## config.mk

```make
export PLATFORM = sky130hd
export DESIGN_NAME = spc_sleep_ctrl
export DESIGN_NICKNAME = d
export VERILOG_FILES = /design/src/verilog/spc_pkg.sv /design/src/verilog/spc_sleep_ctrl.sv /design/src/verilog/spc_wake_timer.sv
export SDC_FILE = /design/constraint.sdc
export NUM_CORES = 1
export LEC_CHECK = 0
export BUFFER_PORTS_ARGS = -buffer_cell sky130_fd_sc_hd__buf_2
export CAP_MARGIN = 20
export CELL_PAD_IN_SITES_DETAIL_PLACEMENT = 2
export CELL_PAD_IN_SITES_GLOBAL_PLACEMENT = 2
export CORE_MARGIN = 2
export CORE_UTILIZATION = 32
export DETAILED_ROUTE_END_ITERATION = 12
export GPL_TIMING_DRIVEN = 0
export PLACE_DENSITY = 0.95
export SLEW_MARGIN = 20
export SYNTH_ARGS = -nofsm -noshare
export SYNTH_HDL_FRONTEND = slang
export SYNTH_SLANG_ARGS = --single-unit
```

## constraint.sdc

```tcl
create_clock -name i_sys_clk -period 5.5 [get_ports i_sys_clk]
set_input_delay 0.55 -clock i_sys_clk [delete_from_list [all_inputs] [get_ports i_sys_clk]]
set_output_delay 0.55 -clock i_sys_clk [all_outputs]
set_load 0.03 [all_outputs]
```

## src/verilog/spc_pkg.sv

```systemverilog
/*
 * spc_pkg: constants shared by the sleep and power controller files.
 * assumes: 100 MHz system clock; no register bus, all bits are plain ports.
 */
package spc_pkg;
  // sleep select codes
  localparam logic [2:0] SPC_SEL_IDLE   = 3'h0;
  localparam logic [2:0] SPC_SEL_ADCNR  = 3'h1;
  localparam logic [2:0] SPC_SEL_PDOWN  = 3'h2;
  localparam logic [2:0] SPC_SEL_PSAVE  = 3'h3;
  localparam logic [2:0] SPC_SEL_STBY   = 3'h6;
  localparam logic [2:0] SPC_SEL_XSTBY  = 3'h7;
  // field position of the brown-out sleep request in the control byte
  localparam int         SPC_BROWNOUT_SLEEP_REQUEST_BIT   = 6;
  localparam int         SPC_BROWNOUT_SLEEP_WRITE_ENABLE_BIT  = 5;
  // timed sequence: window after enable, delay to effect, active length
  localparam logic [2:0] SPC_BROWNOUT_SLEEP_WRITE_ENABLE_WIN  = 3'h4;
  localparam logic [2:0] SPC_BROWNOUT_SLEEP_REQUEST_DLY   = 3'h3;
  localparam logic [2:0] SPC_BROWNOUT_SLEEP_REQUEST_LEN   = 3'h3;
  // wake-up figures
  localparam int         SPC_CLK_MHZ    = 100;
  localparam int         SPC_BOD_WAKE_US = 60;
  localparam int         SPC_BOD_WAKE_CYC = SPC_BOD_WAKE_US * SPC_CLK_MHZ;
  localparam logic [15:0] SPC_STBY_WAKE = 16'h0006;
  localparam logic [15:0] SPC_HALT_EXTRA = 16'h0004;
  // peripheral gate count
  localparam int         SPC_NPER       = 9;
  // wake source vector bit positions
  localparam int W_ADC = 0;   // adc conversion complete
  localparam int W_WDT = 1;   // watchdog interrupt
  localparam int W_TWI = 2;   // two-wire interrupt
  localparam int W_TWA = 3;   // two-wire address match
  localparam int W_T2  = 4;   // timer 2 interrupt
  localparam int W_SPM = 5;   // spm or eeprom ready
  localparam int W_LVL = 6;   // external level interrupt
  localparam int W_EXT = 7;   // external edge interrupt lines 2..0
  localparam int W_PCH = 8;   // pin change
  localparam int W_OTH = 9;   // any other enabled interrupt
  localparam int SPC_NWAKE = 10;
endpackage : spc_pkg

```

## src/verilog/spc_sleep_ctrl.sv

```systemverilog
/*
 * spc_sleep_ctrl: sleep mode and clock gating controller.
 * assumes: the core pulses i_sleep_instr on a sleep instruction, control
 * bytes arrive as write strobes, peripherals obey the gate outputs.
 */
`timescale 1ns/10ps
`default_nettype none
module spc_sleep_ctrl
  import spc_pkg::*;
#(
  parameter int          NPER          = SPC_NPER,
  parameter logic [15:0] STARTUP_CYC   = 16'h0040,  // fuse start-up time
  parameter int          BOD_WAKE_CYC  = SPC_BOD_WAKE_CYC
) (
  input  wire logic            i_sys_clk,
  input  wire logic            i_srst,
  input  wire logic            i_ctrl_wr,        // control byte write strobe
  input  wire logic [7:0]      i_ctrl_data,      // control byte data
  input  wire logic [2:0]      i_sleep_select_field,
  input  wire logic            i_sleep_arm_bit,
  input  wire logic            i_sleep_instr,    // sleep executed, pulse
  input  wire logic [NPER-1:0] i_peripheral_clock_gate_register,
  input  wire logic            i_ext_crystal,    // crystal clock option
  input  wire logic            i_debug_enable_fuse,
  input  wire logic            i_brownout_fuse_en,
  input  wire logic            i_adc_enable,
  input  wire logic            i_wdt_enable,
  input  wire logic            i_t2_enable,
  input  wire logic            i_t2_async,
  input  wire logic            i_global_int_en,
  input  wire logic            i_t2_int_en,
  input  wire logic [SPC_NWAKE-1:0] i_wake_src,
  input  wire logic            i_reset_event,    // ext, wdt or brown-out
  output logic                 o_clk_cpu_en,
  output logic                 o_clk_flash_en,
  output logic                 o_clk_io_en,
  output logic                 o_clk_adc_en,
  output logic                 o_clk_asy_en,
  output logic                 o_main_osc_en,
  output logic                 o_timer_osc_en,
  output logic                 o_t2_sync_clk_en,
  output logic                 o_brownout_detector_en,
  output logic                 o_brownout_sleep_request,
  output logic                 o_adc_start,      // auto conversion pulse
  output logic                 o_adc_extended,   // next conversion long
  output logic                 o_comparator_off,
  output logic                 o_input_buf_off,
  output logic                 o_wdt_run,
  output logic                 o_sleeping,
  output logic [NPER-1:0]      o_periph_clk_en,
  output logic [NPER-1:0]      o_periph_reg_block
);
  typedef enum logic [1:0] {SPC_RUN, SPC_SLEEP, SPC_WAKE} spc_state_t;

  spc_state_t  st_q;           // controller state
  logic [2:0]  mode_q;         // latched sleep mode
  logic [2:0]  win_q;          // enable window left
  logic [2:0]  dly_q;          // cycles until request takes effect
  logic [2:0]  act_q;          // cycles request stays active
  logic [2:0]  act_d;          // next value of the active counter
  logic        req_q;          // registered request output
  logic        wdt_run_q;      // watchdog keeps running in sleep
  logic        bod_off_q;      // detector switched off for this sleep
  logic        adc_en_q;       // last adc enable level
  logic        adc_ext_q;      // extended conversion pending
  logic        adc_start_q;
  logic        cpu_q, flash_q, io_q, adcclk_q, asy_q, osc_q, tosc_q, t2s_q;
  logic        bod_en_q, cmp_off_q, ibuf_off_q, sleeping_q;
  logic [NPER-1:0] pclk_q;
  logic [15:0] wake_len;       // chosen wake-up delay
  logic        wake_done;      // wake delay over
  logic        wake_hit;       // permitted wake event this cycle
  logic        do_sleep;
  logic        legal_mode;
  logic [SPC_NWAKE-1:0] allow; // wake sources allowed in current mode

  // decoding of the mode and its clock domains
  function automatic logic is_pd_like(input logic [2:0] m);
    return (m == SPC_SEL_PDOWN) || (m == SPC_SEL_STBY);
  endfunction : is_pd_like
  function automatic logic is_ps_like(input logic [2:0] m);
    return (m == SPC_SEL_PSAVE) || (m == SPC_SEL_XSTBY);
  endfunction : is_ps_like

  // reserved codes and standby without crystal do not sleep
  assign legal_mode = (i_sleep_select_field <= SPC_SEL_PSAVE) ||
                      (i_ext_crystal &&
                       i_sleep_select_field >= SPC_SEL_STBY);
  assign do_sleep = (st_q == SPC_RUN) && i_sleep_instr && i_sleep_arm_bit
                    && legal_mode;

  // wake sources allowed in each mode
  always_comb begin
    allow = '0;
    allow[W_WDT] = 1'b1;
    allow[W_TWA] = 1'b1;
    allow[W_LVL] = 1'b1;
    allow[W_EXT] = 1'b1;
    allow[W_PCH] = 1'b1;
    unique case (mode_q)
      SPC_SEL_IDLE: allow = '1;
      SPC_SEL_ADCNR: begin
        allow[W_ADC] = 1'b1;
        allow[W_TWI] = 1'b1;
        allow[W_T2]  = 1'b1;
        allow[W_SPM] = 1'b1;
      end
      SPC_SEL_PDOWN, SPC_SEL_STBY: ;
      SPC_SEL_PSAVE, SPC_SEL_XSTBY:
        allow[W_T2] = i_t2_enable && i_t2_int_en && i_global_int_en;
      default: ;
    endcase
  end

  assign wake_hit = (st_q == SPC_SLEEP) &&
                    (i_reset_event || |(i_wake_src & allow));

  // wake delay: brown-out restart dominates, then oscillator start-up
  assign wake_len = bod_off_q ? 16'(BOD_WAKE_CYC) :
                    (mode_q == SPC_SEL_STBY || mode_q == SPC_SEL_XSTBY) ?
                      SPC_STBY_WAKE :
                    (is_pd_like(mode_q) || is_ps_like(mode_q)) ?
                      16'(STARTUP_CYC + SPC_HALT_EXTRA) :
                    SPC_HALT_EXTRA;

  spc_wake_timer #(.W(16)) u_wake (
    .i_sys_clk (i_sys_clk),
    .i_srst    (i_srst),
    .i_load    (wake_hit),
    .i_count   (wake_len),
    .o_done    (wake_done)
  );

  // next active count: loads as the delay runs out, then counts down.
  // the request output is registered from this value, so it rises on
  // the same edge as the counter and never glitches on the decode
  assign act_d = (dly_q == 3'h1) ? SPC_BROWNOUT_SLEEP_REQUEST_LEN :
                 (dly_q == 3'h0 && act_q != 3'h0) ? act_q - 3'h1 :
                 act_q;

  // timed sequence for the brown-out sleep request
  // an enable write opens a short window; a request write inside it
  // starts the delay, after which the request is active for a while.
  // a request write outside the window is ignored, so stray writes
  // of the request bit alone can never switch the detector off
  always_ff @(posedge i_sys_clk) begin
    if (i_srst) begin
      win_q <= '0;
      dly_q <= '0;
      act_q <= '0;
      req_q <= 1'b0;
    end else begin
      if (win_q != 3'h0) win_q <= win_q - 3'h1;
      if (dly_q != 3'h0) dly_q <= dly_q - 3'h1;
      act_q <= act_d;
      req_q <= (act_d != 3'h0);
      if (i_ctrl_wr) begin
        if (i_ctrl_data[SPC_BROWNOUT_SLEEP_REQUEST_BIT] && i_ctrl_data[SPC_BROWNOUT_SLEEP_WRITE_ENABLE_BIT])
          win_q <= SPC_BROWNOUT_SLEEP_WRITE_ENABLE_WIN;
        else if (i_ctrl_data[SPC_BROWNOUT_SLEEP_REQUEST_BIT] && win_q != 3'h0) begin
          win_q <= '0;
          dly_q <= SPC_BROWNOUT_SLEEP_REQUEST_DLY;
        end
      end
    end
  end

  // main sleep state machine
  // run: waits for an armed sleep with a legal code.
  // sleep: clocks held off until an allowed wake source appears.
  // wake: clocks still held off while the wake timer runs, so the
  // detector settles before the core restarts; the oscillator keeps its sleep enable.
  // a reset event cuts the wake delay short and returns to run.
  always_ff @(posedge i_sys_clk) begin
    if (i_srst) begin
      st_q          <= SPC_RUN;
      mode_q        <= SPC_SEL_IDLE;
      bod_off_q     <= 1'b0;
    end else begin
      unique case (st_q)
        SPC_RUN: if (do_sleep) begin
          st_q      <= SPC_SLEEP;
          mode_q    <= i_sleep_select_field;
          // only deep modes permit the detector to be switched off
          bod_off_q <= (act_q != 3'h0) && i_brownout_fuse_en &&
                       (i_sleep_select_field >= SPC_SEL_PDOWN);
        end
        SPC_SLEEP: if (wake_hit) st_q <= SPC_WAKE;
        SPC_WAKE: if (wake_done || i_reset_event) begin
          st_q          <= SPC_RUN;
          bod_off_q     <= 1'b0;
        end
      endcase
    end
  end

  // clock domain enables per mode
  // the domains stay stopped through the wake delay as well; only
  // the detector comes back at once when the wake delay starts
  always_ff @(posedge i_sys_clk) begin
    if (i_srst) begin
      {cpu_q, flash_q, io_q, adcclk_q, asy_q} <= 5'h1f;
      {osc_q, tosc_q, t2s_q, bod_en_q}        <= 4'hf;
      {cmp_off_q, ibuf_off_q, sleeping_q}     <= 3'h0;
    end else if (st_q != SPC_RUN) begin
      sleeping_q <= 1'b1;
      cpu_q      <= 1'b0;
      flash_q    <= 1'b0;
      io_q       <= (mode_q == SPC_SEL_IDLE);
      adcclk_q   <= (mode_q <= SPC_SEL_ADCNR);
      asy_q      <= (mode_q <= SPC_SEL_ADCNR) ||
                    (is_ps_like(mode_q) && i_t2_async);
      osc_q      <= (mode_q <= SPC_SEL_ADCNR) || mode_q[2] ||
                    i_debug_enable_fuse ||
                    (is_ps_like(mode_q) && !i_t2_async);
      tosc_q     <= i_t2_async && !is_pd_like(mode_q);
      t2s_q      <= i_t2_enable && !i_t2_async;
      bod_en_q   <= i_brownout_fuse_en &&
                    !(bod_off_q && st_q == SPC_SLEEP);
      cmp_off_q  <= (mode_q > SPC_SEL_ADCNR);
      ibuf_off_q <= (mode_q > SPC_SEL_ADCNR);
    end else begin
      sleeping_q <= 1'b0;
      {cpu_q, flash_q, io_q, adcclk_q, asy_q} <= 5'h1f;
      {osc_q, tosc_q, t2s_q}                  <= 3'h7;
      bod_en_q   <= i_brownout_fuse_en;
      cmp_off_q  <= 1'b0;
      ibuf_off_q <= 1'b0;
    end
  end

  // adc auto start and extended conversion tracking
  always_ff @(posedge i_sys_clk) begin
    if (i_srst) begin
      adc_en_q    <= 1'b0;
      adc_ext_q   <= 1'b1;
      adc_start_q <= 1'b0;
    end else begin
      adc_en_q    <= i_adc_enable;
      adc_start_q <= do_sleep && i_adc_enable &&
                     (i_sleep_select_field <= SPC_SEL_ADCNR);
      if (i_adc_enable && !adc_en_q) adc_ext_q <= 1'b1;
      else if (adc_start_q) adc_ext_q <= 1'b0;
    end
  end

  // per-peripheral gates; a gated peripheral loses its clock and has its registers blocked
  always_ff @(posedge i_sys_clk) begin
    if (i_srst) pclk_q <= '1;
    else pclk_q <= ~i_peripheral_clock_gate_register;
  end

  assign o_clk_cpu_en             = cpu_q;
  assign o_clk_flash_en           = flash_q;
  assign o_clk_io_en              = io_q;
  assign o_clk_adc_en             = adcclk_q;
  assign o_clk_asy_en             = asy_q;
  assign o_main_osc_en            = osc_q;
  assign o_timer_osc_en           = tosc_q;
  assign o_t2_sync_clk_en         = t2s_q;
  assign o_brownout_detector_en   = bod_en_q;
  assign o_brownout_sleep_request = req_q;
  assign o_adc_start              = adc_start_q;
  assign o_adc_extended           = adc_ext_q;
  assign o_comparator_off         = cmp_off_q;
  assign o_input_buf_off          = ibuf_off_q;
  assign o_wdt_run                = wdt_run_q;
  assign o_sleeping               = sleeping_q;
  assign o_periph_clk_en          = pclk_q;
  assign o_periph_reg_block       = ~pclk_q;

  // watchdog run flag ignores the sleep state entirely
  always_ff @(posedge i_sys_clk) begin
    if (i_srst) wdt_run_q <= 1'b0;
    else wdt_run_q <= i_wdt_enable;
  end
endmodule : spc_sleep_ctrl
`default_nettype wire

```

## src/verilog/spc_wake_timer.sv

```systemverilog
/*
 * spc_wake_timer: loadable down-counter that times the wake-up delay.
 * assumes: load and count in the one system clock domain.
 */
`timescale 1ns/10ps
`default_nettype none
module spc_wake_timer #(
  parameter int W = 16
) (
  input  wire logic         i_sys_clk,
  input  wire logic         i_srst,
  input  wire logic         i_load,    // start a new delay
  input  wire logic [W-1:0] i_count,   // delay length in cycles
  output logic              o_done     // one-cycle pulse at expiry
);
  logic [W-1:0] cnt_q;      // cycles left
  logic         run_q;      // counting
  logic         done_q;     // expiry pulse register

  assign o_done = done_q;

  // count down, pulse once the count is down to one
  always_ff @(posedge i_sys_clk) begin
    if (i_srst) begin
      cnt_q  <= '0;
      run_q  <= 1'b0;
      done_q <= 1'b0;
    end else begin
      done_q <= 1'b0;
      if (i_load) begin
        cnt_q <= i_count;
        run_q <= 1'b1;
      end else if (run_q) begin
        if (cnt_q <= W'(1)) begin
          run_q  <= 1'b0;
          done_q <= 1'b1;
        end else begin
          cnt_q <= cnt_q - W'(1);
        end
      end
    end
  end
endmodule : spc_wake_timer
`default_nettype wire
```

==> reports/qor.csv, run 1 <==
stage,metric,value,unit
outcome,outcome,"complete, no violations",
finish,layout-drive-gt1-share,0.264,
sta,relSlewSlack,0.446,
clock_tree,postCtsHoldBufs,0,
floorplan,die_area,8980,sq um
logic_synthesis,synth_seq_cells,57,
drt,avgViaCountPerCell,5.31,
floorplan,start_util,0.326,
logic_synthesis,syn_inst,300,
floorplan,ioPinCount,79,
drt,dr.pass1.iters,4,
clock_tree,cts_sinks,57,
placement,port-buffer-count,71,
worst_setup_path,cp.required,5750,ps
clock_tree,root_buffer,clkbuf_8,
hold_path,hold_class,in2reg,
floorplan,die_h,94.8,um
worst_setup_path,max_stage_delay,730,ps
grt,grt_pass1_vias,2899,
sta,fmax,378,MHz
clock_tree,htree_levels,3,
floorplan,die_width,94.8,um
sta,period_minus_slack,2640,ps
sta,fin_setup_tns,0,ps
grt,antenna_found_initial,0,
worst_setup_path,cp_cell_sequence,buf_2 -> nor4_1 -> nand3b_1 -> o211ai_1 -> nand2_1 -> o22ai_1,
power,vdd_ir_drop_max,0.229,mV
finish,synthToLayoutAreaGrowth,24.6,%
worst_setup_path,cp.buffers_inverters,1,
drt,vias,2612,
clock_tree,path_clk_slew,70,ps
power,power.leakage,1.45,nW
worst_setup_path,crit_slowest_cell,o211ai_1,
sta,slew_viol_final,0,
finish,diodes,0,
logic_synthesis,syn-num-nets,358,
grt,gr-total-overflow,0,
clock_tree,cts.path.max_buffers,2,
worst_setup_path,crit_arrival,2890,ps
grt,grt_pass1_wl,14.4,mm
power,p_per_area,569,nW/um^2
logic_synthesis,yosys_warnings,0,
clock_tree,numCtsBuffers,9,
drt,wl,8.90,mm
drt,drtAntennaViolNets,0,
worst_setup_path,worstPathMaxFanout,9,
clock_tree,post_cts_buffers,0,
grt,grt_use_total,0.208,
sta,setup_violations,0,
run,maxCapViolCount,0,
clock_tree,cts-resized-gates,0,
logic_synthesis,async_flop_share,0,
finish,nets,440,
grt,grt_max_degree,11,
drt,wire_per_inst,18.1,um
drt,drc,0,
worst_setup_path,path_class,in2reg,
sta,fin_crit_sh,0.481,
sta,fin_skew,7.90,ps
worst_setup_path,start_kind,primary input,
logic_synthesis,synth_flop_cell,dfxtp_1,
clock_tree,clk_latency,340,ps
power,power,1.87,mW
logic_synthesis,avgSynthCellArea,8.79,sq um
placement,hpwl,6.95,mm
worst_setup_path,endpoint_kind,flip-flop,
clock_tree,cts_tree,yes,
floorplan,rows,33,
floorplan,coreArea,8090,sq um
sta,hold_viol,0,
logic_synthesis,synth_area,2640,sq um
drt,drt_iter0_markers,123,
logic_synthesis,ys_seq_area_frac,0.433,
sta,grt_setup_unrepaired,no,
sta,worstMarginPinSlew,827,ps
worst_setup_path,crit_family,simple AND/OR/NAND/NOR gates,
placement,dp.cells,476,
logic_synthesis,ys_types,61,
placement,place.gp.congestion,0.842,
logic_synthesis,synth_edf_count,0,
finish,fin_cells,492,
state kept, by name, summed over array words and instances, names as in the netlist, 2 cells and up:
name	cells
dly_q	3
win_q	3
o_periph_clk_en	9
mode_q	3
st_q	2
u_wake.cnt_q	16
act_q	3
report_power, final:
| part | internal, mW | total [mW] | leakage, nW | switching [mW] |
|---|---|---|---|---|
| clock | 0.158 | 0.334 | 0.0883 | 0.176 |
| sequential | 0.515 | 0.609 | 0.468 | 0.0945 |
| combinational | 0.366 | 0.924 | 0.892 | 0.559 |
| total | 1.04 | 1.87 | 1.45 | 0.829 |
cell usage in the layout (no fill, tap or decap), types with 4 or more instances in the layout:
| master | Yosys | routed |
|---|---|---|
| a21oi_1 | 18 | 18 |
| buf_2 | 2 | 73 |
| clkbuf_1 | 5 | 5 |
| clkbuf_8 | 0 | 9 |
| clkinv_2 | 0 | 6 |
| dfxtp_1 | 57 | 57 |
| ha_1 | 13 | 13 |
| inv_1 | 31 | 31 |
| nand2_1 | 26 | 26 |
| nand2b_1 | 5 | 5 |
| nand3_1 | 5 | 5 |
| nor2_1 | 26 | 26 |
| nor3_1 | 5 | 5 |
| nor4_1 | 4 | 4 |
| o2111ai_1 | 4 | 4 |
| o21ai_0 | 12 | 12 |
| o22ai_1 | 7 | 7 |
| o31ai_1 | 4 | 4 |
| or3_1 | 4 | 4 |
| or4_1 | 6 | 6 |
final timing paths:
path	from	to	slack [ps]	cells after the start
max	i_wake_src[1]	u_wake.cnt_q[1]	2860	6
min	i_peripheral_clock_gate_register[8]	o_periph_clk_en[8]	370	2
max reg2reg	u_wake.cnt_q[8]	u_wake.cnt_q[6]	2910	7
min reg2reg	adc_en_q	o_adc_extended	470	1
final cells by class:
class	instances	area [sq um]
Fill cell	928	4810
Tap cell	105	131
Clock inverter	7	37.5
Timing Repair Buffer	71	355
Buffer	12	70.1
Clock buffer	9	124
Sequential cell	57	1140
Inverter	32	120
Multi-Input combinational cell	199	1310
layer usage:
layer	vias up	track usage	part of all wire
met5	-	0	0
met2	68	0.390	0.55
li1	1244	-	-
met1	1284	0.228	0.39
met3	16	0.0423	0.052
met4	0	0.0797	0.016
kinds of logic (layout without fill, tap and decap cells):
logic type,after synthesis,in the layout,share of synthesized area
AND/OR/NAND/NOR,97,97,0.187
AO/OA/AOI/OAI,81,81,0.217
flip-flops,57,57,0.433
buffers and inverters,44,131,0.0721
adder cells (fa/ha/maj),13,13,0.0617
XOR/XNOR,4,4,0.0133
multiplexers,4,4,0.0157
through the flow:
step	utilization	setup WS [ps]	hold slack (ps)	cell area [sq um]
2_1_floorplan	-	3270	431	2640
3_3_place_gp	0.386	2780	439	3120
3_5_place_dp	0.386	2580	477	3120
4_1_cts	0.406	2880	358	3280
5_1_grt	0.406	2650	356	3280
6_report	0.406	2860	367	3280
cells in the mapped netlist, types with 2 or more instances:
cell type  count  area [sq um]
nor4_1         4          25.0
o21a_1         2          15.0
clkbuf_1       5          18.8
o41ai_1        2          17.5
xnor2_1        3          26.3
nor3_1         5          25.0
or3_1          4          25.0
a31o_1         2          17.5
ha_1          13           163
mux2i_1        3          30.0
nand2_1       26          97.6
and3_1         3          18.8
inv_1         31           116
buf_6          2          22.5
a21oi_1       18          90.1
o2111ai_1      4          35.0
a211oi_1       2          15.0
or4_1          6          45.0
a21o_1         3          22.5
nor2_1        26          97.6
buf_4          2          15.0
nor2b_1        3          18.8
nand2b_1       5          31.3
a221oi_1       3          26.3
a31oi_1        2          12.5
o21ai_0       12          60.1
a22oi_1        2          15.0
a221oi_2       2          30.0
o31ai_1        4          30.0
a311oi_1       2          17.5
nand3_1        5          25.0
o22ai_1        7          43.8
buf_2          2          10.0
o211ai_1       2          15.0
dfxtp_1       57          1140
(Power assumes the default switching activity.)
==> run 2: changes to the inputs <==
--- a/config.mk
+++ b/config.mk
@@ -10,10 +10,10 @@
 export CELL_PAD_IN_SITES_DETAIL_PLACEMENT = 2
 export CELL_PAD_IN_SITES_GLOBAL_PLACEMENT = 2
 export CORE_MARGIN = 2
-export CORE_UTILIZATION = 32
+export CORE_UTILIZATION = 29
 export DETAILED_ROUTE_END_ITERATION = 12
 export GPL_TIMING_DRIVEN = 0
-export PLACE_DENSITY = 0.95
+export PLACE_DENSITY = 0.9
 export SLEW_MARGIN = 20
 export SYNTH_ARGS = -nofsm -noshare
 export SYNTH_HDL_FRONTEND = slang
==> constraint.sdc (replaced) <==
create_clock -name i_sys_clk -period 2.5 [get_ports i_sys_clk]
set_input_delay 0.25 -clock i_sys_clk [delete_from_list [all_inputs] [get_ports i_sys_clk]]
set_output_delay 0.25 -clock i_sys_clk [all_outputs]
set_load 0.03 [all_outputs]
==> reports/qor.csv, run 2 (synthesis gave the netlist of run 1 again) <==
stage,metric,value,unit,change
finish,largest_register_ffs,16,,unchanged
drt,dr.pass1.iters,4,,unchanged
clock_tree,postCtsHoldBufs,0,,unchanged
finish,nets,443,,+0.68%
floorplan,rows,34,,+3.0%
placement,port-buffer-count,71,,unchanged
finish,regMostFlops,u_wake.cnt_q,,
placement,dpl_cell_area,3130,sq um,+0.12%
hold_path,hold_class,in2reg,,
sta,grt_setup_unrepaired,no,,
sta,period_minus_slack,2430,ps,
sta,relSlewSlack,0.439,,-0.00751
floorplan,ioPinCount,79,,unchanged
worst_setup_path,crit_arrival,2660,ps,-230 ps
placement,place.gp.congestion,0.804,,-4.6%
drt,wire_per_inst,18.5,um,+2.1%
clock_tree,root_buffer,clkbuf_8,,
drt,vias,2636,,+0.92%
placement,hpwl,6.39,mm,-8.1%
finish,diodes,0,,unchanged
worst_setup_path,start_kind,flip-flop,,
floorplan,die_width,99.3,um,+4.8%
floorplan,coreArea,8760,sq um,+8.3%
sta,hold_viol,0,,unchanged
finish,final_common_cell,buf_2,,
power,vdd_ir_drop_max,0.460,mV,+100%
worst_setup_path,worstPathMaxFanout,9,,unchanged
grt,grt_use_total,0.189,,-0.0195
drt,drc,0,,unchanged
floorplan,start_util,0.301,,-0.0249
clock_tree,numCtsBuffers,9,,unchanged
drt,drtAntennaViolNets,0,,unchanged
placement,dp.cells,479,,+0.63%
sta,fin_crit_sh,0.972,,
clock_tree,cts.path.max_buffers,2,,unchanged
clock_tree,cts_tree,yes,,
grt,antenna_found_initial,0,,unchanged
finish,synthToLayoutAreaGrowth,29.5,%,
outcome,outcome,"complete, no violations",,
worst_setup_path,path_class,reg2reg,,
drt,avgViaCountPerCell,5.29,,-0.30%
clock_tree,cts_sinks,57,,unchanged
power,power.leakage,1.50,nW,+3.4%
grt,grt_pass1_wl,14.6,mm,+1.5%
sta,slew_viol_final,0,,unchanged
floorplan,die_h,99.3,um,+4.8%
worst_setup_path,endpoint_kind,flip-flop,,
clock_tree,htree_levels,3,,unchanged
clock_tree,path_clk_slew,80,ps,about the same
drt,wl,9.19,mm,+3.3%
grt,gr-total-overflow,0,,unchanged
finish,fin_cells,498,,+1.2%
drt,drt_iter0_markers,84,,-32%
sta,fmax,412,MHz,
run,maxCapViolCount,0,,unchanged
sta,worstMarginPinSlew,841,ps,+14.1 ps
grt,grt_max_degree,13,,+2
floorplan,die_area,9870,sq um,+9.9%
finish,nFillCells,1021,,+10%
clock_tree,clk_latency,340,ps,about the same
grt,grt_pass1_vias,2844,,-1.9%
finish,layout_common_cells,"buf_2, dfxtp_1, inv_1",,
finish,final_area,3410,sq um,+3.9%
sta,fin_setup_tns,0,ps,unchanged
power,p_per_area,1340,nW/um^2,+140%
sta,fin_skew,10.1,ps,+2.20 ps
sta,setup_violations,0,,unchanged
finish,layout-drive-gt1-share,0.292,,+0.0287
worst_setup_path,cp.required,2730,ps,-3020 ps
run 2: cell types whose count changed in the layout (fill, tap and decap cells not counted), sizes merged:
cell    change
clkinv      -3
bufinv      +2
buf         +3
inv         +1
run 2: what timing repair did:
item	CTS	global route
gates resized for setup	8	5
buffers inserted	0	5
pin swaps	1	4
setup endpoints to repair	3	14
run 2: final cells by class:
cell class              count  area [sq um]  share of cell area
flip-flops and latches     57          1150               0.336
well taps                 108           135              0.0396
inverters                  32           120              0.0352
plain buffers              10          63.8              0.0187
clock buffers               9           124              0.0363
multi-input cells         199          1330               0.389
repair buffers             76           393               0.115
clock inverters             7           103              0.0301
run 2: stage by stage:
stage	power (mW)	worst slack (ps)	hold slack (ps)	util
finish	4.58	70.4	53.1	0.389
global route	4.91	0.411	35.9	0.389
CTS	4.55	17.2	38.9	0.385
detailed placement	3.34	-148	415	0.357
global placement	3.17	75.0	411	0.357
floorplan	2.78	274	312	-
run 2: report_power, final:
part	switching [mW]	total [mW]	leakage, nW	internal, mW
logic	1.30	2.23	0.918	0.924
clock network	0.424	0.993	0.110	0.569
registers	0.225	1.36	0.470	1.14
run 2: per-layer routing:
metal	vias up	share of wire	track usage
met1	1315	0.40	0.211
li1	1240	-	-
met4	0	0.020	0.0664
met3	16	0.046	0.0478
met5	-	0	0
met2	65	0.53	0.346
run 2: worst paths after layout:
kind                                       start            endpoint  slack, ps  cells after the start
min reg2reg                     u_wake.cnt_q[15]    u_wake.cnt_q[15]        500                      2
max                              u_wake.cnt_q[2]     u_wake.cnt_q[8]         70                      7
max reg2reg                      u_wake.cnt_q[2]     u_wake.cnt_q[8]         70                      7
min          i_peripheral_clock_gate_register[8]  o_periph_clk_en[8]         50                      2
run 2: critical path: stages, from the launching register on:
cell and delay [ps]:
dfxtp_1 310, buf_6 130, or4_4 520, or4_4 510, o21ai_1 210, buf_4 220, a22oi_1 110, o221a_2 320
==> run 3: changes to the inputs <==
--- a/config.mk
+++ b/config.mk
@@ -5,15 +5,16 @@
 export SDC_FILE = /design/constraint.sdc
 export NUM_CORES = 1
 export LEC_CHECK = 0
+export ABC_AREA = 1
 export BUFFER_PORTS_ARGS = -buffer_cell sky130_fd_sc_hd__buf_2
 export CAP_MARGIN = 20
 export CELL_PAD_IN_SITES_DETAIL_PLACEMENT = 2
 export CELL_PAD_IN_SITES_GLOBAL_PLACEMENT = 2
 export CORE_MARGIN = 2
-export CORE_UTILIZATION = 29
+export CORE_UTILIZATION = 28
 export DETAILED_ROUTE_END_ITERATION = 12
 export GPL_TIMING_DRIVEN = 0
-export PLACE_DENSITY = 0.9
+export PLACE_DENSITY = 0.81
 export SLEW_MARGIN = 20
 export SYNTH_ARGS = -nofsm -noshare
 export SYNTH_HDL_FRONTEND = slang
==> reports/qor.csv, run 3 <==
stage,metric,value,unit,change
outcome,outcome,"complete, no violations",,
placement,dpl_cell_area,3200,sq um,+2.2%
worst_setup_path,critPathMostFrequentCell,nor2_1,,
worst_setup_path,max_stage_delay,380,ps,-140 ps
drt,drt_iter0_markers,20,,-76%
logic_synthesis,synth_area_leaders,"dfxtp_1, nand2_1, inv_1, nor2_1, ha_1",,
logic_synthesis,synth_area,2680,sq um,+1.7%
sta,fin_ws,455,ps,+385 ps
hold_path,hold_path_depth,2,,unchanged
logic_synthesis,synth_flop_cell,dfxtp_1,,
worst_setup_path,cp.required,2740,ps,about the same
logic_synthesis,netlist.area_leader.share,0.426,,-0.00707
finish,layout-drive-gt1-share,0.248,,-0.0445
floorplan,coreArea,9280,sq um,+5.9%
floorplan,ioPinCount,79,,unchanged
sta,timing.hold.ws,48.2,ps,-4.90 ps
finish,final_common_cell,buf_2,,
floorplan,die_width,102,um,+2.5%
finish,layout_common_cells,"buf_2, nand2_1, inv_1, dfxtp_1, nor2_1",,
drt,drc,0,,unchanged
drt,wire_per_inst,14.8,um,-20%
sta,fin_skew,7.45,ps,-2.65 ps
sta,relSlewSlack,0.636,,+0.198
placement,hpwl,6.57,mm,+2.9%
drt,drtAntennaViolNets,0,,unchanged
finish,largest_register_ffs,16,,unchanged
sta,period_minus_slack,2040,ps,-385 ps
grt,grt_max_degree,13,,unchanged
drt,wl,8.55,mm,-7.0%
drt,dr.pass1.iters,3,,-1
run,maxCapViolCount,0,,unchanged
grt,grt_use_total,0.178,,-0.0105
placement,place_ws,519,ps,+666 ps
worst_setup_path,crit_arrival,2290,ps,-370 ps
logic_synthesis,avgSynthCellArea,7.42,sq um,-16%
logic_synthesis,synth_seq_cells,57,,unchanged
worst_setup_path,crit_slowest_cell,dfxtp_1,,
power,vdd_ir_drop_max,0.492,mV,+7.0%
hold_path,hold_class,in2reg,,
worst_setup_path,crit_family,simple AND/OR/NAND/NOR gates,,
logic_synthesis,ys_top_cells_by_count,"nand2_1, dfxtp_1, inv_1, nor2_1, a21oi_1",,
sta,grt_setup_unrepaired,no,,
logic_synthesis,syn_inst,361,,+20%
worst_setup_path,start_kind,flip-flop,,
logic_synthesis,yosysMostFrequentCell,nand2_1,,
sta,slew_viol_final,0,,unchanged
drt,vias,2617,,-0.72%
worst_setup_path,path_depth,9,,+2
clock_tree,cts_sinks,57,,unchanged
logic_synthesis,async_flop_share,0,,unchanged
logic_synthesis,ys_seq_area_frac,0.426,,-0.00707
logic_synthesis,yosys_warnings,0,,unchanged
sta,fin_crit_sh,0.818,,-0.154
logic_synthesis,ys_types,34,,-44%
worst_setup_path,cp.buffers_inverters,1,,-1
grt,grt_pass1_wl,14.2,mm,-3.0%
clock_tree,clk_latency,350,ps,about the same
grt,antenna_found_initial,0,,unchanged
sta,hold_viol,0,,unchanged
logic_synthesis,yosysTopAreaCell,dfxtp_1,,
worst_setup_path,path_class,reg2reg,,
clock_tree,numCtsBuffers,9,,unchanged
logic_synthesis,synth_edf_count,0,,unchanged
power,power,4.28,mW,-6.6%
finish,final_area,3370,sq um,-1.1%
clock_tree,postCtsHoldBufs,0,,unchanged
worst_setup_path,worstPathMaxFanout,7,,-2
finish,synthToLayoutAreaGrowth,25.9,%,
finish,regMostFlops,u_wake.cnt_q,,
sta,worstMarginPinSlew,545,ps,-296 ps
drt,avgViaCountPerCell,4.54,,-14%
worst_setup_path,ff2ff_path_depth,9,,+2
placement,place.gp.congestion,0.751,,-6.6%
sta,fin_setup_tns,0,ps,unchanged
finish,postLayoutCoreUtil,0.363,,-0.0260
clock_tree,cts-resized-gates,0,,-8
finish,diodes,0,,unchanged
power,power.leakage,1.64,nW,+9.3%
finish,fin_cells,577,,+16%
power,p_per_area,1270,nW/um^2,-5.5%
placement,dp.cells,561,,+17%
clock_tree,cts.path.max_buffers,2,,unchanged
sta,setup_violations,0,,unchanged
grt,gr-total-overflow,0,,unchanged
floorplan,die_area,10400,sq um,+5.1%
clock_tree,htree_levels,3,,unchanged
floorplan,start_util,0.289,,-0.0121
floorplan,rows,35,,+2.9%
floorplan,die_h,102,um,+2.5%
sta,fmax,489,MHz,+19%
clock_tree,path_clk_slew,80,ps,about the same
finish,nets,501,,+13%
logic_synthesis,syn-num-nets,419,,+17%
grt,grt_pass1_vias,2930,,+3.0%
clock_tree,cts_tree,yes,,
clock_tree,root_buffer,clkbuf_8,,
worst_setup_path,cp_cell_sequence,inv_1 -> ha_1 -> nand3_1 -> nor2_1 -> nor2_1 -> a21oi_1 -> o21a_1 -> o21ai_0 -> nor2_1,,
placement,port-buffer-count,71,,unchanged
clock_tree,post_cts_buffers,0,,unchanged
worst_setup_path,endpoint_kind,flip-flop,,
run 3: area by class of cell:
cell class	count	area [sq um]
sequential	57	1140
clock buffer	9	124
multi-input combinational	236	1260
clock inverter	7	53.8
tap	129	161
inverter	60	225
fill	1172	5910
buffer	8	52.6
timing repair buffer	71	355
run 3: worst register-to-register path: stages, from the launching register on:
cell	delay (ps)
dfxtp_1	380
inv_1	100
ha_1	290
nand3_1	120
nor2_1	70
nor2_1	360
a21oi_1	210
o21a_1	160
o21ai_0	190
nor2_1	70
run 3: cells by family after synthesis:
| logic type | synth area share |
|---|---|
| simple gates | 0.269 |
| buf+inv | 0.104 |
| flops | 0.426 |
| compound gates | 0.112 |
| fa+ha+maj | 0.0607 |
| xor+xnor | 0.0294 |
run 3: path summary, 6_finish.rpt:
| check | start | to | slack, ps |
|---|---|---|---|
| setup / recovery | st_q[0] | bod_off_q | 460 |
| hold / removal | i_peripheral_clock_gate_register[5] | o_periph_clk_en[5] | 50 |
| setup reg to reg | st_q[0] | bod_off_q | 460 |
| hold reg to reg | win_q[0] | win_q[0] | 470 |
run 3: layer usage:
layer / vias to the layer above / share of wire / GRT usage
met1: 1267 / 0.41 / 0.187
met3: 12 / 0.029 / 0.0287
met5: - / 0 / 0
met4: 0 / 0.019 / 0.0738
li1: 1298 / - / -
met2: 40 / 0.54 / 0.348
run 3: where the power goes:
group	total, mW	internal (mW)	switching, mW	leakage [nW]
Clock	0.802	0.365	0.437	0.0822
Sequential	1.31	1.14	0.176	0.470
Combinational	2.17	0.758	1.41	1.08
Total	4.28	2.26	2.02	1.64
